==> src/liu_regs_pkg.sv <==
// constants, register map and state codes of the line interface register bank
package liu_regs_pkg;

   // ***************************************************************
   // channel count and address layout
   // ***************************************************************
   localparam int           NUM_CHAN         = 6;       // six line channels
   localparam logic [3:0]   CHAN_LIMIT       = 4'h6;    // upper nibble below this is a channel block
   localparam logic [7:0]   ADDR_TX_ENABLE   = 8'h00;   // transmit_enable_per_channel
   localparam logic [7:0]   ADDR_RX_ENABLE   = 8'h08;   // receive_enable_per_channel
   localparam logic [7:0]   ADDR_GLOBAL_IEN  = 8'h60;   // global_interrupt_enable
   localparam logic [7:0]   ADDR_GLOBAL_PEND = 8'h61;   // global_interrupt_pending
   localparam logic [7:0]   ADDR_IDENTITY    = 8'h6E;   // device_identity
   localparam logic [7:0]   ADDR_VERSION     = 8'h6F;   // silicon_version

   // ***************************************************************
   // per-channel offsets inside a 16-byte block
   // ***************************************************************
   localparam logic [3:0]   OFS_GLOBAL_A     = 4'h0;    // holds a global in block 0
   localparam logic [3:0]   OFS_IRQ_ENABLE   = 4'h1;
   localparam logic [3:0]   OFS_IRQ_STATUS   = 4'h2;
   localparam logic [3:0]   OFS_ALARM        = 4'h3;
   localparam logic [3:0]   OFS_TX_CTRL      = 4'h4;
   localparam logic [3:0]   OFS_RX_CTRL      = 4'h5;
   localparam logic [3:0]   OFS_BLOCK_CTRL   = 4'h6;
   localparam logic [3:0]   OFS_JITTER_CTRL  = 4'h7;
   localparam logic [3:0]   OFS_GLOBAL_B     = 4'h8;    // holds a global in block 0
   localparam logic [3:0]   OFS_ERR_HIGH     = 4'hA;
   localparam logic [3:0]   OFS_ERR_LOW      = 4'hB;
   localparam logic [3:0]   OFS_ERR_HOLD     = 4'hC;

   // ***************************************************************
   // implemented-bit masks (reserved bits read zero)
   // ***************************************************************
   localparam logic [7:0]   MASK_CHAN6       = 8'h3F;
   localparam logic [7:0]   MASK_IRQ         = 8'h3F;
   localparam logic [7:0]   MASK_ALARM       = 8'h7F;
   localparam logic [7:0]   MASK_TX_CTRL     = 8'h37;
   localparam logic [7:0]   MASK_RX_CTRL     = 8'h3F;
   localparam logic [7:0]   MASK_BLOCK_CTRL  = 8'h7F;
   localparam logic [7:0]   MASK_JITTER_CTRL = 8'h1F;

   // ***************************************************************
   // reset values and counter limits
   // ***************************************************************
   localparam logic [7:0]   RESET_BYTE       = 8'h00;
   localparam logic [5:0]   RESET_CHAN6      = 6'h00;
   localparam logic [15:0]  ERR_COUNT_RESET  = 16'h0000;
   localparam logic [15:0]  ERR_COUNT_MAX    = 16'hFFFF;
   localparam logic [15:0]  ERR_COUNT_ONE    = 16'h0001;

   // ***************************************************************
   // timing: reset low time the controller must give
   // ***************************************************************
   localparam int           CLOCK_PERIOD_NS  = 10;
   localparam int           RESET_MIN_US     = 5;
   localparam int           RESET_MIN_CYCLES = (RESET_MIN_US * 1000 + CLOCK_PERIOD_NS - 1) / CLOCK_PERIOD_NS;

   // ***************************************************************
   // host port sequencer states
   // ***************************************************************
   typedef enum logic [1:0] {
      ST_IDLE    = 2'b00,   // waiting for a strobe under select
      ST_ACK     = 2'b01,   // ready low until strobe released
      ST_WAIT_CS = 2'b10    // select must go high before next command
   } bus_state_t;

endpackage : liu_regs_pkg

==> src/liu_chan_if.sv <==
// bundle between the host port decoder and one channel register block
`timescale 1ns/1ps
`default_nettype none
interface liu_chan_if;
   logic       wr_strobe;   // one-cycle write pulse
   logic       rd_strobe;   // one-cycle read pulse, drives clear-on-read
   logic [3:0] offset;      // offset inside the block
   logic [7:0] wdata;       // write data
   logic [7:0] rdata;       // read data for offset
   logic [7:0] tx_ctrl;     // transmit control
   logic [7:0] rx_ctrl;     // receive control
   logic [7:0] blk_ctrl;    // block control
   logic [7:0] ja_ctrl;     // jitter attenuator control
   logic       irq;         // any status bit set

   modport host (output wr_strobe, rd_strobe, offset, wdata,
                 input  rdata, tx_ctrl, rx_ctrl, blk_ctrl, ja_ctrl, irq);
   modport chan (input  wr_strobe, rd_strobe, offset, wdata,
                 output rdata, tx_ctrl, rx_ctrl, blk_ctrl, ja_ctrl, irq);
endinterface : liu_chan_if
`default_nettype wire

==> src/liu_channel_regs.sv <==
// one channel register block: enables, sticky status, alarms, controls, test error count
`timescale 1ns/1ps
`default_nettype none
module liu_channel_regs (
   // clock and reset
   input  wire logic       clock_in,
   input  wire logic       rst_n_in,
   // decoder side
   liu_chan_if.chan        bus,
   // line side conditions
   input  wire logic [6:0] alarm_in,
   input  wire logic       prbs_error_in
);

   // ***************************************************************
   // storage
   // ***************************************************************
   logic [7:0]  irq_enable_reg;   // source-level enables
   logic [7:0]  irq_status_reg;   // sticky change flags
   logic [7:0]  alarm_reg;        // last sampled alarm levels
   logic [7:0]  tx_ctrl_reg;
   logic [7:0]  rx_ctrl_reg;
   logic [7:0]  blk_ctrl_reg;
   logic [7:0]  ja_ctrl_reg;
   logic [15:0] err_count_reg;    // saturating error count
   logic [7:0]  err_hold_reg;     // low byte frozen on high-byte read
   logic [7:0]  events;           // enabled events this cycle
   logic        sat_event;        // count reaches saturation now

   // ***************************************************************
   // event detection
   // ***************************************************************
   // alarm bits 3:0 raise a flag on any change; error and saturation on pulse
   always_comb begin
      sat_event = prbs_error_in && (err_count_reg == (liu_regs_pkg::ERR_COUNT_MAX - liu_regs_pkg::ERR_COUNT_ONE));
      events    = {2'b00, sat_event, prbs_error_in, alarm_in[3:0] ^ alarm_reg[3:0]} & irq_enable_reg;
   end

   // control registers, writes to reserved bits dropped
   always_ff @(posedge clock_in) begin
      if (!rst_n_in) begin
         irq_enable_reg <= liu_regs_pkg::RESET_BYTE;
         tx_ctrl_reg    <= liu_regs_pkg::RESET_BYTE;
         rx_ctrl_reg    <= liu_regs_pkg::RESET_BYTE;
         blk_ctrl_reg   <= liu_regs_pkg::RESET_BYTE;
         ja_ctrl_reg    <= liu_regs_pkg::RESET_BYTE;
      end else if (bus.wr_strobe) begin
         case (bus.offset)
            liu_regs_pkg::OFS_IRQ_ENABLE:  irq_enable_reg <= bus.wdata & liu_regs_pkg::MASK_IRQ;
            liu_regs_pkg::OFS_TX_CTRL:     tx_ctrl_reg    <= bus.wdata & liu_regs_pkg::MASK_TX_CTRL;
            liu_regs_pkg::OFS_RX_CTRL:     rx_ctrl_reg    <= bus.wdata & liu_regs_pkg::MASK_RX_CTRL;
            liu_regs_pkg::OFS_BLOCK_CTRL:  blk_ctrl_reg   <= bus.wdata & liu_regs_pkg::MASK_BLOCK_CTRL;
            liu_regs_pkg::OFS_JITTER_CTRL: ja_ctrl_reg    <= bus.wdata & liu_regs_pkg::MASK_JITTER_CTRL;
            default: ;   // read-only or reserved
         endcase
      end
   end

   // alarm sampling, used for change detection and the alarm read
   always_ff @(posedge clock_in) begin
      if (!rst_n_in) begin
         alarm_reg <= liu_regs_pkg::RESET_BYTE;
      end else begin
         alarm_reg <= {1'b0, alarm_in} & liu_regs_pkg::MASK_ALARM;
      end
   end

   // sticky status: a set in the clearing read cycle survives it
   always_ff @(posedge clock_in) begin
      if (!rst_n_in) begin
         irq_status_reg <= liu_regs_pkg::RESET_BYTE;
      end else if (bus.rd_strobe && bus.offset == liu_regs_pkg::OFS_IRQ_STATUS) begin
         irq_status_reg <= events;
      end else begin
         irq_status_reg <= irq_status_reg | events;
      end
   end

   // error count saturates rather than wraps, so a huge burst stays visible
   always_ff @(posedge clock_in) begin
      if (!rst_n_in) begin
         err_count_reg <= liu_regs_pkg::ERR_COUNT_RESET;
      end else if (prbs_error_in && err_count_reg != liu_regs_pkg::ERR_COUNT_MAX) begin
         err_count_reg <= err_count_reg + liu_regs_pkg::ERR_COUNT_ONE;
      end
   end

   // high-byte read freezes the low byte for a coherent 16-bit pair
   always_ff @(posedge clock_in) begin
      if (!rst_n_in) begin
         err_hold_reg <= liu_regs_pkg::RESET_BYTE;
      end else if (bus.rd_strobe && bus.offset == liu_regs_pkg::OFS_ERR_HIGH) begin
         err_hold_reg <= err_count_reg[7:0];
      end
   end

   // ***************************************************************
   // read mux and outputs
   // ***************************************************************
   always_comb begin
      case (bus.offset)
         liu_regs_pkg::OFS_IRQ_ENABLE:  bus.rdata = irq_enable_reg;
         liu_regs_pkg::OFS_IRQ_STATUS:  bus.rdata = irq_status_reg;
         liu_regs_pkg::OFS_ALARM:       bus.rdata = alarm_reg;
         liu_regs_pkg::OFS_TX_CTRL:     bus.rdata = tx_ctrl_reg;
         liu_regs_pkg::OFS_RX_CTRL:     bus.rdata = rx_ctrl_reg;
         liu_regs_pkg::OFS_BLOCK_CTRL:  bus.rdata = blk_ctrl_reg;
         liu_regs_pkg::OFS_JITTER_CTRL: bus.rdata = ja_ctrl_reg;
         liu_regs_pkg::OFS_ERR_HIGH:    bus.rdata = err_count_reg[15:8];
         liu_regs_pkg::OFS_ERR_LOW:     bus.rdata = err_count_reg[7:0];
         liu_regs_pkg::OFS_ERR_HOLD:    bus.rdata = err_hold_reg;
         default:                       bus.rdata = liu_regs_pkg::RESET_BYTE;   // reserved reads zero
      endcase
   end

   assign bus.tx_ctrl  = tx_ctrl_reg;
   assign bus.rx_ctrl  = rx_ctrl_reg;
   assign bus.blk_ctrl = blk_ctrl_reg;
   assign bus.ja_ctrl  = ja_ctrl_reg;
   assign bus.irq      = |irq_status_reg;

endmodule : liu_channel_regs
`default_nettype wire

==> src/liu_global_register_bank.sv <==
// top of the register bank: host port sequencer, global registers, six channel blocks
//
// Contract
// - reset release loads every register default
// - transmitter on only when bit and pin
// - receive enable bit turns receiver on
// - per-channel global interrupt enable at 0x60
// - pending bit per channel, cleared on read
// - read-only identity 0x6E and version 0x6F
// - alarm status bits set on change, error bits on pulse, clear on read
// - interrupt low until status cleared by reads or channel enable at 0x60 cleared
// - select, strobe low, ready low answers
`timescale 1ns/1ps
`default_nettype none
module liu_global_register_bank #(
   parameter logic [7:0] IDENTITY_CODE = 8'h5A,   // arbitrary value
   parameter logic [7:0] VERSION_CODE  = 8'h01    // arbitrary value
) (
   // clock and reset
   input  wire logic        clock_in,
   input  wire logic        rst_n_in,
   // host port
   input  wire logic [7:0]  addr_in,
   input  wire logic [7:0]  data_in,
   output logic      [7:0]  data_out,
   output logic             data_oe_out,
   input  wire logic        cs_n_in,
   input  wire logic        rd_n_in,
   input  wire logic        wr_n_in,
   output logic             rdy_n_out,
   output logic             int_n_out,
   // channel enables
   input  wire logic [5:0]  transmit_enable_pin_in,
   output logic      [5:0]  transmit_on_out,
   output logic      [5:0]  receive_on_out,
   // line side conditions, 7 alarm bits per channel
   input  wire logic [41:0] alarm_in,
   input  wire logic [5:0]  prbs_error_in,
   // channel control fields, 8 bits per channel
   output logic      [47:0] tx_control_out,
   output logic      [47:0] rx_control_out,
   output logic      [47:0] block_control_out,
   output logic      [47:0] jitter_control_out
);

   // ***************************************************************
   // decode helpers
   // ***************************************************************
   // true when the address falls inside some channel block at an offset other than 0 or 8
   function automatic logic chan_hit(input logic [7:0] addr);
      chan_hit = (addr[7:4] < liu_regs_pkg::CHAN_LIMIT)
                 && (addr[3:0] != liu_regs_pkg::OFS_GLOBAL_A)
                 && (addr[3:0] != liu_regs_pkg::OFS_GLOBAL_B);
   endfunction : chan_hit

   // ***************************************************************
   // state and registers
   // ***************************************************************
   liu_regs_pkg::bus_state_t state_reg;   // host port sequencer
   logic [5:0] tx_enable_reg;             // transmit_on_bit per channel
   logic [5:0] rx_enable_reg;             // receive_on_bit per channel
   logic [5:0] global_ien_reg;            // channel_irq_enable_bit
   logic [5:0] global_pend_reg;           // channel_irq_pending_bit
   logic [7:0] data_reg;                  // captured read data
   logic       data_oe_reg;               // drive data while read acknowledged
   logic       rdy_n_reg;                 // ready, active low
   logic       int_n_reg;                 // interrupt, active low
   logic [5:0] transmit_on_reg;
   logic       rd_take;                   // read taken this cycle
   logic       wr_take;                   // write taken this cycle
   logic [7:0] read_mux;                  // value for the addressed register
   logic [7:0] chan_rdata [liu_regs_pkg::NUM_CHAN];
   logic [5:0] chan_irq;                  // per-channel status summary

   // ***************************************************************
   // host port sequencer
   // ***************************************************************
   // read wins when both strobes are low; one access per select
   always_comb begin
      rd_take = (state_reg == liu_regs_pkg::ST_IDLE) && !cs_n_in && !rd_n_in;
      wr_take = (state_reg == liu_regs_pkg::ST_IDLE) && !cs_n_in && rd_n_in && !wr_n_in;
   end

   // ready goes low one cycle after a strobe, stays until it is released
   always_ff @(posedge clock_in) begin
      if (!rst_n_in) begin
         state_reg   <= liu_regs_pkg::ST_IDLE;
         rdy_n_reg   <= 1'b1;
         data_oe_reg <= 1'b0;
      end else begin
         case (state_reg)
            liu_regs_pkg::ST_IDLE: begin
               if (rd_take || wr_take) begin
                  state_reg   <= liu_regs_pkg::ST_ACK;
                  rdy_n_reg   <= 1'b0;
                  data_oe_reg <= rd_take;
               end
            end
            liu_regs_pkg::ST_ACK: begin
               if (rd_n_in && wr_n_in) begin   // strobe released ends the cycle
                  state_reg   <= cs_n_in ? liu_regs_pkg::ST_IDLE : liu_regs_pkg::ST_WAIT_CS;
                  rdy_n_reg   <= 1'b1;
                  data_oe_reg <= 1'b0;
               end
            end
            liu_regs_pkg::ST_WAIT_CS: begin
               if (cs_n_in) begin   // new command only after deselect
                  state_reg <= liu_regs_pkg::ST_IDLE;
               end
            end
            default: begin
               state_reg   <= liu_regs_pkg::ST_IDLE;
               rdy_n_reg   <= 1'b1;
               data_oe_reg <= 1'b0;
            end
         endcase
      end
   end

   // read data is captured at the take edge, before clear-on-read acts
   always_ff @(posedge clock_in) begin
      if (!rst_n_in) begin
         data_reg <= liu_regs_pkg::RESET_BYTE;
      end else if (rd_take) begin
         data_reg <= read_mux;
      end
   end

   // ***************************************************************
   // global registers
   // ***************************************************************
   // enables written at their fixed addresses, reserved bits dropped
   always_ff @(posedge clock_in) begin
      if (!rst_n_in) begin
         tx_enable_reg  <= liu_regs_pkg::RESET_CHAN6;
         rx_enable_reg  <= liu_regs_pkg::RESET_CHAN6;
         global_ien_reg <= liu_regs_pkg::RESET_CHAN6;
      end else if (wr_take) begin
         if (addr_in == liu_regs_pkg::ADDR_TX_ENABLE) begin
            tx_enable_reg <= data_in[5:0];
         end else if (addr_in == liu_regs_pkg::ADDR_RX_ENABLE) begin
            rx_enable_reg <= data_in[5:0];
         end else if (addr_in == liu_regs_pkg::ADDR_GLOBAL_IEN) begin
            global_ien_reg <= data_in[5:0];
         end
      end
   end

   // pending follows channel summaries; a read clears, a live source sets again
   always_ff @(posedge clock_in) begin
      if (!rst_n_in) begin
         global_pend_reg <= liu_regs_pkg::RESET_CHAN6;
      end else if (rd_take && addr_in == liu_regs_pkg::ADDR_GLOBAL_PEND) begin
         global_pend_reg <= chan_irq;
      end else begin
         global_pend_reg <= global_pend_reg | chan_irq;
      end
   end

   // interrupt pin is a level of enabled channel summaries, so it
   // releases after software has read the source status clear, or has cleared the channel's enable at 0x60
   always_ff @(posedge clock_in) begin
      if (!rst_n_in) begin
         int_n_reg <= 1'b1;
      end else begin
         int_n_reg <= ~|(chan_irq & global_ien_reg);
      end
   end

   // transmitter needs both the register bit and its pin
   always_ff @(posedge clock_in) begin
      if (!rst_n_in) begin
         transmit_on_reg <= liu_regs_pkg::RESET_CHAN6;
      end else begin
         transmit_on_reg <= tx_enable_reg & transmit_enable_pin_in;
      end
   end

   // ***************************************************************
   // read decode
   // ***************************************************************
   always_comb begin
      if (addr_in == liu_regs_pkg::ADDR_TX_ENABLE) begin
         read_mux = {2'b00, tx_enable_reg};
      end else if (addr_in == liu_regs_pkg::ADDR_RX_ENABLE) begin
         read_mux = {2'b00, rx_enable_reg};
      end else if (addr_in == liu_regs_pkg::ADDR_GLOBAL_IEN) begin
         read_mux = {2'b00, global_ien_reg};
      end else if (addr_in == liu_regs_pkg::ADDR_GLOBAL_PEND) begin
         read_mux = {2'b00, global_pend_reg};
      end else if (addr_in == liu_regs_pkg::ADDR_IDENTITY) begin
         read_mux = IDENTITY_CODE;
      end else if (addr_in == liu_regs_pkg::ADDR_VERSION) begin
         read_mux = VERSION_CODE;
      end else if (chan_hit(addr_in)) begin
         read_mux = chan_rdata[addr_in[6:4]];
      end else begin
         read_mux = liu_regs_pkg::RESET_BYTE;   // unmapped reads zero
      end
   end

   // ***************************************************************
   // channel blocks
   // ***************************************************************
   for (genvar g = 0; g < liu_regs_pkg::NUM_CHAN; g++) begin : g_chan
      liu_chan_if chan_bus ();
      // strobes only reach the block the upper nibble selects
      assign chan_bus.wr_strobe = wr_take && chan_hit(addr_in) && (addr_in[6:4] == 3'(g));
      assign chan_bus.rd_strobe = rd_take && chan_hit(addr_in) && (addr_in[6:4] == 3'(g));
      assign chan_bus.offset    = addr_in[3:0];
      assign chan_bus.wdata     = data_in;
      assign chan_rdata[g]      = chan_bus.rdata;
      assign chan_irq[g]        = chan_bus.irq;
      assign tx_control_out[g*8 +: 8]     = chan_bus.tx_ctrl;
      assign rx_control_out[g*8 +: 8]     = chan_bus.rx_ctrl;
      assign block_control_out[g*8 +: 8]  = chan_bus.blk_ctrl;
      assign jitter_control_out[g*8 +: 8] = chan_bus.ja_ctrl;

      liu_channel_regs u_chan (
         .clock_in      (clock_in),
         .rst_n_in      (rst_n_in),
         .bus           (chan_bus.chan),
         .alarm_in      (alarm_in[g*7 +: 7]),
         .prbs_error_in (prbs_error_in[g])
      );
   end

   // ***************************************************************
   // outputs
   // ***************************************************************
   assign data_out        = data_reg;
   assign data_oe_out     = data_oe_reg;
   assign rdy_n_out       = rdy_n_reg;
   assign int_n_out       = int_n_reg;
   assign transmit_on_out = transmit_on_reg;
   assign receive_on_out  = rx_enable_reg;

endmodule : liu_global_register_bank
`default_nettype wire

==> config.mk <==
export PLATFORM = sky130hd
export DESIGN_NAME = liu_global_register_bank
export DESIGN_NICKNAME = d
export VERILOG_FILES = /design/src/liu_regs_pkg.sv /design/src/liu_chan_if.sv /design/src/liu_channel_regs.sv /design/src/liu_global_register_bank.sv
export SDC_FILE = /design/constraint.sdc
export NUM_CORES = 1
export LEC_CHECK = 0
export BUFFER_PORTS_ARGS = -buffer_cell sky130_fd_sc_hd__buf_2
export CAP_MARGIN = 20
export CORE_ASPECT_RATIO = 1.2
export CORE_MARGIN = 5
export CORE_UTILIZATION = 25
export CTS_BUF_LIST = sky130_fd_sc_hd__clkbuf_4 sky130_fd_sc_hd__clkbuf_8
export CTS_CLUSTER_DIAMETER = 50
export DETAILED_ROUTE_END_ITERATION = 16
export HOLD_SLACK_MARGIN = 0.02
export SLEW_MARGIN = 0
export SYNTH_ARGS = -nofsm -noshare
export SYNTH_HDL_FRONTEND = slang
export SYNTH_SLANG_ARGS = --single-unit
==> constraint.sdc <==
create_clock -name clock_in -period 4.3 [get_ports clock_in]
set_input_delay 1.075 -clock clock_in [delete_from_list [all_inputs] [get_ports clock_in]]
set_output_delay 1.075 -clock clock_in [all_outputs]
set_load 0.1 [all_outputs]
Word level (Yosys, flattened, before mapping)
Cells that the tools add are included.

Order comparisons: 2. Equality and inequality tests: 38. Reduce and logical (&&, ||, !) cells: 97. Bitwise operators: 25. Multiplexer cells: 34. Add/subtract/negate cells: 6.

Operators by type and width (count): 8-bit case mux with 10 select lines (6); 8-bit 2-to-1 mux (15); 16-bit by 1-bit adder with 16-bit output, second input constant (6); 16-bit == test, second input constant (6); 16-bit != test, second input constant (6); 2-bit AND reduction (31); 6-bit AND (8); 8-bit bitwise OR (6); 8-bit OR reduction (6); 1-bit logical AND (46); 8-bit by 7-bit == test with 1-bit output, second input constant (4); 8-bit binary-select mux with 3-bit select (1); 4-bit XOR (6); 4-bit by 3-bit == test with 1-bit output, second input constant (4); 4-bit == test, second input constant (3); 3-bit AND reduction (3); 4-bit by 2-bit == test with 1-bit output, second input constant (2); 8-bit by 4-bit == test with 1-bit output, second input constant (1); 8-bit logical NOT (1); 2-bit 2-to-1 mux (4); 3-bit by 2-bit == test with 1-bit output, second input constant (2); 3-bit == test, second input constant (2); 6-bit 2-to-1 mux (1); 6-bit bitwise OR (1); other kinds (21) (31).

Word-level logic and storage cells: 272. Output and inout bits: 215. Register bits: 457.

Depth between registers and ports, before layout
Gate-level depths: netlist (run 1).

Depth in word-level cells: 12. Gate-level depth with buffers: 11. Mapped depth without buffers: 8.

Modules after synthesis
Synthesis (run 1) repeated with hierarchy kept, for this count alone.

Cell total of the unflattened synthesis: 2639. Area, all modules: 22744.3 um^2.

Modules (own cells, without submodules): liu_channel_regs (g_chan[1].u_chan ...) (times used 3, seq. area each 1321.3 um^2, cells each 390, area each 3375.7 um^2); liu_channel_regs (g_chan[5].u_chan) (times used 1, seq. area each 1321.3 um^2, cells each 401, area each 3392.0 um^2); liu_channel_regs (g_chan[0].u_chan) (times used 1, seq. area each 1321.3 um^2, cells each 374, area each 3378.2 um^2); liu_channel_regs (g_chan[4].u_chan) (times used 1, seq. area each 1321.3 um^2, cells each 382, area each 3311.9 um^2); liu_global_register_bank (times used 1, seq. area each 860.8 um^2, cells each 312, area each 2534.9 um^2).

Least setup slack after synthesis (run 1)
No wires, ideal clock.

Kind: input port to flip-flop. Start point: input addr_in[1]. End point: register data_reg[1] (netlist: data_out[1]). Arrival: 2.729 ns. Slack: 1.436 ns. Cell stages on the path: 8. Library setup time: 0.135 ns. Buffers on the path: 3. Path through: buf_2 -> buf_4 -> buf_2 -> mux2_2 -> a221oi_1 -> a311oi_1 -> a2111oi_0 -> o22ai_1.

Cells in the longest elaborated chain, start to end: 12.

Ends and longest elaborated chain: start, declared (line liu_global_register_bank.sv:23) `input wire logic [7:0] addr_in,`; 4-bit == test, or another cell as far along (line liu_channel_regs.sv:101) `case (bus.offset)`; 8-bit case mux with 10 select lines (line liu_channel_regs.sv:101); 8-bit binary-select mux with 3-bit select (line liu_global_register_bank.sv:196) `read_mux = chan_rdata[addr_in[6:4]];`; 8-bit 2-to-1 mux (implied by the code) (2 in a row) (line liu_global_register_bank.sv:196); 8-bit 2-to-1 mux (line liu_global_register_bank.sv:195) `end else if (chan_hit(addr_in)) begin`; 8-bit 2-to-1 mux (line liu_global_register_bank.sv:193) `end else if (addr_in == liu_regs_pkg::ADDR_VERSION) begin`; 8-bit 2-to-1 mux (line liu_global_register_bank.sv:191) `end else if (addr_in == liu_regs_pkg::ADDR_IDENTITY) begin`; 8-bit 2-to-1 mux (line liu_global_register_bank.sv:189) `end else if (addr_in == liu_regs_pkg::ADDR_GLOBAL_PEND) begin`; 8-bit 2-to-1 mux (line liu_global_register_bank.sv:187) `end else if (addr_in == liu_regs_pkg::ADDR_GLOBAL_IEN) begin`; 8-bit 2-to-1 mux (line liu_global_register_bank.sv:185) `end else if (addr_in == liu_regs_pkg::ADDR_RX_ENABLE) begin`; 8-bit 2-to-1 mux * (line liu_global_register_bank.sv:183) `if (addr_in == liu_regs_pkg::ADDR_TX_ENABLE) begin`; end signal, assigned (line liu_global_register_bank.sv:123) `data_reg <= liu_regs_pkg::RESET_BYTE;`; end signal, assigned (line liu_global_register_bank.sv:125) `data_reg <= read_mux;`; end, declared (line liu_global_register_bank.sv:64) `logic [7:0] data_reg;`.

Mark *: on every way between the ends. The rest lies on a longest branch, timed or not. The select of a mux whose other input is x is not followed. A chain may end at the register's enable or synchronous reset.

Final worst setup path (run 1)
Start point: input addr_in[2]. End point: register data_reg[1] (netlist: data_out[1]).

The elaborated chain is that of the path after synthesis.

==> results of run 1 <==
routing by layer:
layer  global-route usage (%)  up-vias  share of wire (%)
met5                        0        -              0.072
met4                     13.2       10                7.3
met3                     5.50      294                9.4
met2                     31.9     1154                 45
met1                     24.9     9993                 38
li1                         -     9370                  -
metrics by stage:
step                worst slack, ns  std cells
finish                        0.946       3944
global route                  0.987       3942
CTS                            1.15       3940
detailed placement            0.402       3805
global placement              0.503       3805
floorplan                      1.44       2574
placed cells by master (no fill, tap or decap), types with 77 or more instances in the layout:
cell / instances
xor2_1: 77
buf_2: 233
o21ai_0: 79
a21oi_1: 221
a22oi_1: 109
buf_4: 108
dfxtp_1: 439
nand3_1: 180
mux2i_1: 106
nor2_1: 267
clkbuf_8: 92
nand2_1: 303
power groups by stage:
stage / clock (mW) / combinational (mW) / sequential (mW)
floorplan: 0 / 0.595 / 4.25
global placement: 0 / 0.897 / 4.24
detailed placement: 0 / 0.898 / 4.24
CTS: 4.30 / 0.901 / 4.15
global route: 4.51 / 0.948 / 4.16
finish: 4.24 / 0.924 / 4.16
cell type report:
type                            instances  share of cell area (%)
Antenna cell                            4                  0.0397
Tap cell                             1121                    5.56
Clock inverter                         18                   0.868
Timing Repair Buffer                  349                    8.47
Inverter                               19                   0.312
Sequential cell                       439                    34.8
Multi-Input combinational cell       1877                    44.2
Clock buffer                          117                    5.76
kinds of logic (layout without fill, tap and decap cells):
logic type | Yosys count | after routing | share of synthesized area (%)
flops | 439 | 439 | 41.9
mux | 129 | 129 | 6.56
xor+xnor | 107 | 107 | 4.47
simple gates | 984 | 984 | 21.8
fa+ha+maj | 12 | 12 | 0.716
buf+inv | 258 | 503 | 6.21
compound gates | 591 | 591 | 18.3
other cells | 1 | 58 | 0.0179
how the worst max path moves through the flow:
| stage | startpoint | end | cells past startpoint |
|---|---|---|---|
| after detailed placement | addr_in[2] | data_out[1]$_SDFFE_PN0P_ | 11 |
| after floorplan | addr_in[1] | data_out[1]$_SDFFE_PN0P_ | 8 |
| after CTS | addr_in[2] | data_out[1]$_SDFFE_PN0P_ | 11 |
| after global placement | addr_in[3] | data_out[1]$_SDFFE_PN0P_ | 8 |
| final | addr_in[2] | data_out[1]$_SDFFE_PN0P_ | 10 |
| after global routing | addr_in[3] | data_out[1]$_SDFFE_PN0P_ | 9 |
critical path: cells and delay by family:
family	cells	cell delay [ns]
buffers and inverters	4	1.31
and+or+nand+nor	2	0.76
AOI/OAI and AO/OA	4	0.74
==> impl_summary.log, run 1 <==
INFO  metric netlist_top_cells_area = dfxtp_1 (42%), nand2_1 (5.4%), a21oi_1 (5.3%), mux2i_1 (5.1%), nor2_1 (4.8%)
INFO  metric global_route.overflow_total = 0
INFO  metric areaGrowthSynthToFinish = 20.2%
INFO  metric num-nets-final = around 2900
INFO  metric netlist_instances = 2521
INFO  metric grt_use_total = around a fifth
INFO  metric synth_edf_count = 0
INFO  metric grt_start_max_net_pins = approximately 130
INFO  metric switching_part_of_the_total = between 20% and 30%
INFO  metric hold_violations = 0
INFO  metric largest_reg_flops = 96
INFO  metric cts.reportedPaths.clkPinSlew = around 0.06 ns
INFO  metric drive_gt1_share = 19.1%
INFO  metric clk_root_buffer_cell = clkbuf_8
INFO  metric route.detailed.vias_per_inst = 5.28
INFO  metric timing.critical_path.mode_cell = buf_4
INFO  metric cts_htree_levels = 3
INFO  metric first_global_vias = ~20000
INFO  metric regToRegEndpoint = g_chan[0].u_chan.bus.rx_ctrl[2]$_SDFFE_PN0P_
INFO  metric power_frac_comb = 9.9%
INFO  metric transition_time_of_the_tightest_slew_check_pin = approximately 1.2 ns
INFO  metric die_width = 274 um
INFO  metric yosys_register_bits = 439
INFO  metric finalCoreUtilization = 30.3%
INFO  metric setup_repair_after_global_routing_missed_its_margin = no
INFO  metric layout.area.seq = ~0.0088 mm2
INFO  metric place_hpwl = roughly 72000 um
INFO  metric asyncSetResetFlopFracSynth = 0%
INFO  metric total_of_warnings_raised_by_yosys = 0
INFO  metric clk_latency = roughly 0.7 ns
INFO  metric critical_path_peak_fanout = 25
INFO  metric yosys.cell_count.top_type = dfxtp_1
INFO  metric regToRegStartpoint = state_reg[0]$_SDFFE_PN0P_
INFO  metric clockPowerShare = a little under half
INFO  metric cts_sinks = approximately 440
INFO  metric most_instantiated_flip_flop_cell_in_the_synthesis_netlist = dfxtp_1
INFO  metric stdcell_area = ~0.025 mm2
INFO  metric pin_count = 290
INFO  metric cap_violations = 0
INFO  metric nFillCells = 9009
INFO  metric finalWeightedCongestion = 1.01
INFO  metric hold-path-endpoint = g_chan[0].u_chan.err_hold_reg[2]$_SDFFE_PN0P_
INFO  metric tritoncts.num_buffers = 77
INFO  metric wl_per_cell = approximately 24 um
INFO  metric fp.dieH = 327 um
INFO  metric yosysUniqueCellTypes = 77
INFO  metric floorplan.initialDensity = about a quarter
INFO  metric switchingPower = between 2 and 3 mW
INFO  metric netlist.top_cell.by_area = dfxtp_1
INFO  metric core_region_area = between 0.08 and 0.09 mm2
INFO  metric drt_pre_antenna_iters = 6
INFO  metric critPathRequiredTime = between 4 and 5 ns
INFO  metric cts.repair.resized = 0
INFO  metric static-leakage-power = roughly 9.4 nW
INFO  metric timing.final.max_slew_violations = 0
INFO  metric cts_buffer_depth = 3
INFO  metric worst_ir_drop_vdd = approximately 210 uV
INFO  metric power_per_cell_area = about 370 mW/mm2
INFO  metric initialDrtViolationCount = roughly 2400
INFO  metric worstPathCellList = buf_2 > buf_4 > nand2b_1 > buf_4 > o21ai_0 > nor3_1 > o41ai_1 > a2111oi_0 > buf_4 > o22ai_1
INFO  metric cts.hold.buffers_added = 0
INFO  metric worst_hold_startpoint = g_chan[0].u_chan.err_hold_reg[2]$_SDFFE_PN0P_
INFO  metric num_vias = between 20000 and 25000
INFO  metric status = finished clean
INFO  metric wl = 96400 um
INFO  metric placement.io_buffers = ~230
INFO  metric slew_headroom = 23.1%
INFO  metric worstHoldPathType = reg2reg
INFO  metric clock_tree_from_tritoncts = done
INFO  metric critPathMaxStageDelay = 0.55 ns
INFO  metric placement_rows = 116
INFO  metric final-setup-viol-count = 0
INFO  metric ys_seq_area_share = 41.9%
INFO  metric synth_common_cells = dfxtp_1 (439), nand2_1 (303), nor2_1 (268)
INFO  metric timing.setup.tns = 0 ns
INFO  metric crit_arrival = a little under 4 ns
INFO  metric start_kind = input pin
INFO  metric critical_path.endpoint_type = flop
INFO  metric first_pass_grt_wire_length = around 140000 um
INFO  metric total_placed_instance_area = about 0.024 mm2
INFO  metric remaining_antenna_violation_count_after_routing = 0
INFO  metric regToRegSetupSlack = about 1.7 ns
INFO  metric post-route-min-period = 3.35 ns
INFO  metric fin_crit_sh = just under 80%
INFO  metric power = ~9.3 mW
INFO  metric whs_path_depth = 2
INFO  metric hold_ws = between 0.4 and 0.5 ns
INFO  metric p_seq_share = between 40% and 50%
INFO  metric post_synthesis_instance_area = ~0.021 mm2
INFO  metric critical-path-slowest-cell = buf_2
INFO  metric die-area = between 0.08 and 0.09 mm2
INFO  metric syn_area_per_cell = 8.32 um2
INFO  metric fmax = between 0.2 and 0.3 GHz
INFO  metric multi_input_comb_area = 0.0111 mm2
INFO  metric netlist.area_leader.share = about two fifths
INFO  metric cts_post_setup_buffers_inserted = 0
INFO  metric r2r.worst_path.cells = 7
INFO  metric worst_clock_skew = between 0.05 and 0.06 ns
INFO  metric internal_power = approximately 6.7 mW
INFO  metric timing.setup.critical_path_class = in2reg
INFO  metric drc = 0
INFO  metric grt_antenna_before_repair = 11
(Power assumes the default switching activity.)
==> run 2: changes to the inputs <==
==> constraint.sdc (replaced) <==
create_clock -name clock_in -period 3.39 [get_ports clock_in]
set_input_delay 0.8475 -clock clock_in [delete_from_list [all_inputs] [get_ports clock_in]]
set_output_delay 0.8475 -clock clock_in [all_outputs]
set_load 0.1 [all_outputs]
==> impl_summary.log, run 2 (synthesis gave the netlist of run 1 again) <==
INFO  metric cts_htree_levels = 3 (unchanged)
INFO  metric initialDrtViolationCount = 2142 (-12%)
INFO  metric multi_input_comb_area = 0.0111 mm2 (unchanged)
INFO  metric regToRegStartpoint = g_chan[4].u_chan.err_count_reg[2]$_SDFFE_PN0P_
INFO  metric areaGrowthSynthToFinish = 24.5%
INFO  metric core_region_area = 0.0833 mm2 (unchanged)
INFO  metric die-area = 0.0898 mm2 (unchanged)
INFO  metric placement_rows = 116 (unchanged)
INFO  metric status = finished clean
INFO  metric post-route-min-period = 2.93 ns
INFO  metric grt_antenna_before_repair = 10 (-1)
INFO  metric transition_time_of_the_tightest_slew_check_pin = 1.01 ns (-0.145 ns)
INFO  metric slew_headroom = 32.7% (+9.7 points)
INFO  metric hold_ws = 0.363 ns (-0.0931 ns)
INFO  metric timing.setup.tns = 0 ns (unchanged)
INFO  metric finalWeightedCongestion = 1.02 (+1.1%)
INFO  metric tritoncts.num_buffers = 79 (+2.6%)
INFO  metric route.detailed.vias_per_inst = 5.26 (-0.31%)
INFO  metric timing.critical_path.mode_cell = buf_4
INFO  metric placement.setup.worst_slack = -0.0905 ns (-0.493 ns)
INFO  metric worstHoldPathType = in2reg
INFO  metric die_width = 274 um (unchanged)
INFO  metric drive_gt1_share = 21.5% (+2.3 points)
INFO  metric placement.io_buffers = 234 (unchanged)
INFO  metric clock_tree_from_tritoncts = done
INFO  metric whs_path_depth = 2 (unchanged)
INFO  metric drc = 0 (unchanged)
INFO  metric regToRegSetupSlack = 1.07 ns (-0.58 ns)
INFO  metric wl_per_cell = 24.5 um (about the same)
INFO  metric critical_path_peak_fanout = 21 (-16%)
INFO  metric critPathMaxStageDelay = 0.51 ns (-0.04 ns)
INFO  metric grt_use_total = 20.8% (+0.35 points)
INFO  metric regToRegEndpoint = g_chan[4].u_chan.err_count_reg[7]$_SDFFE_PN0P_
INFO  metric first_pass_grt_wire_length = 139000 um (+1.6%)
INFO  metric hold_violations = 0 (unchanged)
INFO  metric pin_count = 290 (unchanged)
INFO  metric power = 12.1 mW (+29%)
INFO  metric floorplan.initialDensity = 25.2% (unchanged)
INFO  metric hold-path-endpoint = g_chan[5].u_chan.alarm_reg[6]$_SDFF_PN0_
INFO  metric layout.area.seq = 0.00879 mm2 (unchanged)
INFO  metric cpLargestDelayFamily = buffers and inverters
INFO  metric cts_sinks = 439 (unchanged)
INFO  metric cts_buffer_depth = 3 (unchanged)
INFO  metric num-nets-final = 2928 (+2.7%)
INFO  metric clk_root_buffer_cell = clkbuf_8
INFO  metric worst_hold_startpoint = alarm_in[41]
INFO  metric wl = 98500 um (+2.1%)
INFO  metric setup_repair_after_global_routing_missed_its_margin = no
INFO  metric final_common_cell = dfxtp_1
INFO  metric cts.hold.buffers_added = 0 (unchanged)
INFO  metric nFillCells = 8948 (-0.68%)
INFO  metric post-route-worst-setup-slack = 0.464 ns (-0.482 ns)
INFO  metric num_vias = 21200 (+1.8%)
INFO  metric finalCoreUtilization = 31.4% (+1.1 points)
INFO  metric place_hpwl = 75100 um (+4.9%)
INFO  metric static-leakage-power = 9.86 nW (+5.3%)
INFO  metric start_kind = input pin
INFO  metric crit_arrival = 3.48 ns (-0.45 ns)
INFO  metric r2r.worst_path.cells = 7 (unchanged)
INFO  metric cap_violations = 0 (unchanged)
INFO  metric global_route.overflow_total = 0 (unchanged)
INFO  metric worstPathCellList = buf_2 > nor2b_1 > buf_4 > a22oi_1 > o221ai_1 > nor3_1 > o41ai_1 > a2111oi_0 > buf_4 > o22ai_1
INFO  metric timing.final.max_slew_violations = 0 (unchanged)
INFO  metric timing.setup.critical_path_class = in2reg
INFO  metric drt_pre_antenna_iters = 6 (unchanged)
INFO  metric critical_path_buf_inv_count = 3 (-1)
INFO  metric final-setup-viol-count = 0 (unchanged)
INFO  metric mostFrequentLayoutCells = dfxtp_1 (439), nand2_1 (303), nor2_1 (267)
INFO  metric critical_path.endpoint_type = flop
INFO  metric largest_reg_flops = 96 (unchanged)
INFO  metric critical-path-slowest-cell = buf_2
INFO  metric fmax = 0.342 GHz
INFO  metric remaining_antenna_violation_count_after_routing = 0 (unchanged)
INFO  metric power_per_cell_area = 462 mW/mm2 (+25%)
INFO  metric cts.repair.resized = 0 (unchanged)
INFO  metric worst_clock_skew = 0.0368 ns (-0.0182 ns)
INFO  metric clk_latency = 0.69 ns (-0.03 ns)
INFO  metric cts.reportedPaths.clkPinSlew = 0.06 ns (about the same)
INFO  metric first_global_vias = 19800 (+1.3%)
INFO  metric fin_crit_sh = approximately 86%
INFO  metric cts_post_setup_buffers_inserted = 0 (unchanged)
INFO  metric critPathRequiredTime = 3.95 ns (-0.93 ns)
INFO  metric fp.dieH = 327 um (unchanged)
INFO  metric grt_start_max_net_pins = 87 (-32%)
INFO  metric worst_ir_drop_vdd = 212 uV (+2.2%)
## run 2: cell types whose count changed in the layout (fill, tap and decap cells not counted), moves of 5 or more
cell / delta
clkinv_2: +6
buf_12: +20
clkbuf_4: -5
buf_4: +56
clkbuf_8: +6
## run 2: how the worst max path moves through the flow
| stage | to | cells past startpoint | from | slack, ns |
|---|---|---|---|---|
| 4_1_cts | data_out[1]$_SDFFE_PN0P_ | 8 | addr_in[3] | 0.64 |
| 5_1_grt | data_out[1]$_SDFFE_PN0P_ | 10 | addr_in[3] | 0.48 |
| 3_3_place_gp | data_out[1]$_SDFFE_PN0P_ | 8 | addr_in[3] | -0.08 |
| 6_report | data_out[1]$_SDFFE_PN0P_ | 10 | addr_in[3] | 0.46 |
| 3_5_place_dp | data_out[1]$_SDFFE_PN0P_ | 8 | addr_in[3] | -0.09 |
| 2_1_floorplan | data_out[1]$_SDFFE_PN0P_ | 8 | addr_in[1] | 0.75 |
## run 2: report_power, final
part           total, mW  switching [mW]  leakage (nW)  internal [mW]
combinational       1.24           0.936          5.38          0.306
sequential          5.27          0.0632          3.55           5.21
clock               5.54            2.44         0.925           3.10
total               12.1            3.44          9.86           8.62
## run 2: per-layer routing
metal	up-vias	global-route usage, %	part of all wire [%]	wire (um)
li1	9541	-	-	-
met1	10200	25.6	39	38400
met2	1161	33.5	46	44800
met3	293	4.78	8.8	8640
met4	8	11.7	6.6	6530
met5	-	0	0.053	52
## run 2: layout make-up
type | instances | share of cell area (%)
inverter | 19 | 0.302
timing repair buffer | 425 | 11.3
clock inverter | 25 | 0.967
tap | 1121 | 5.37
antenna | 4 | 0.0383
multi-input combinational | 1877 | 42.6
sequential | 439 | 33.6
clock buffer | 118 | 5.74
## run 2: metrics by stage
step,cells,area (um2)
final,4028,26100
after global routing,4025,26100
after CTS,4024,26100
after detailed placement,3881,24400
after global placement,3881,24400
after floorplan,2574,21200
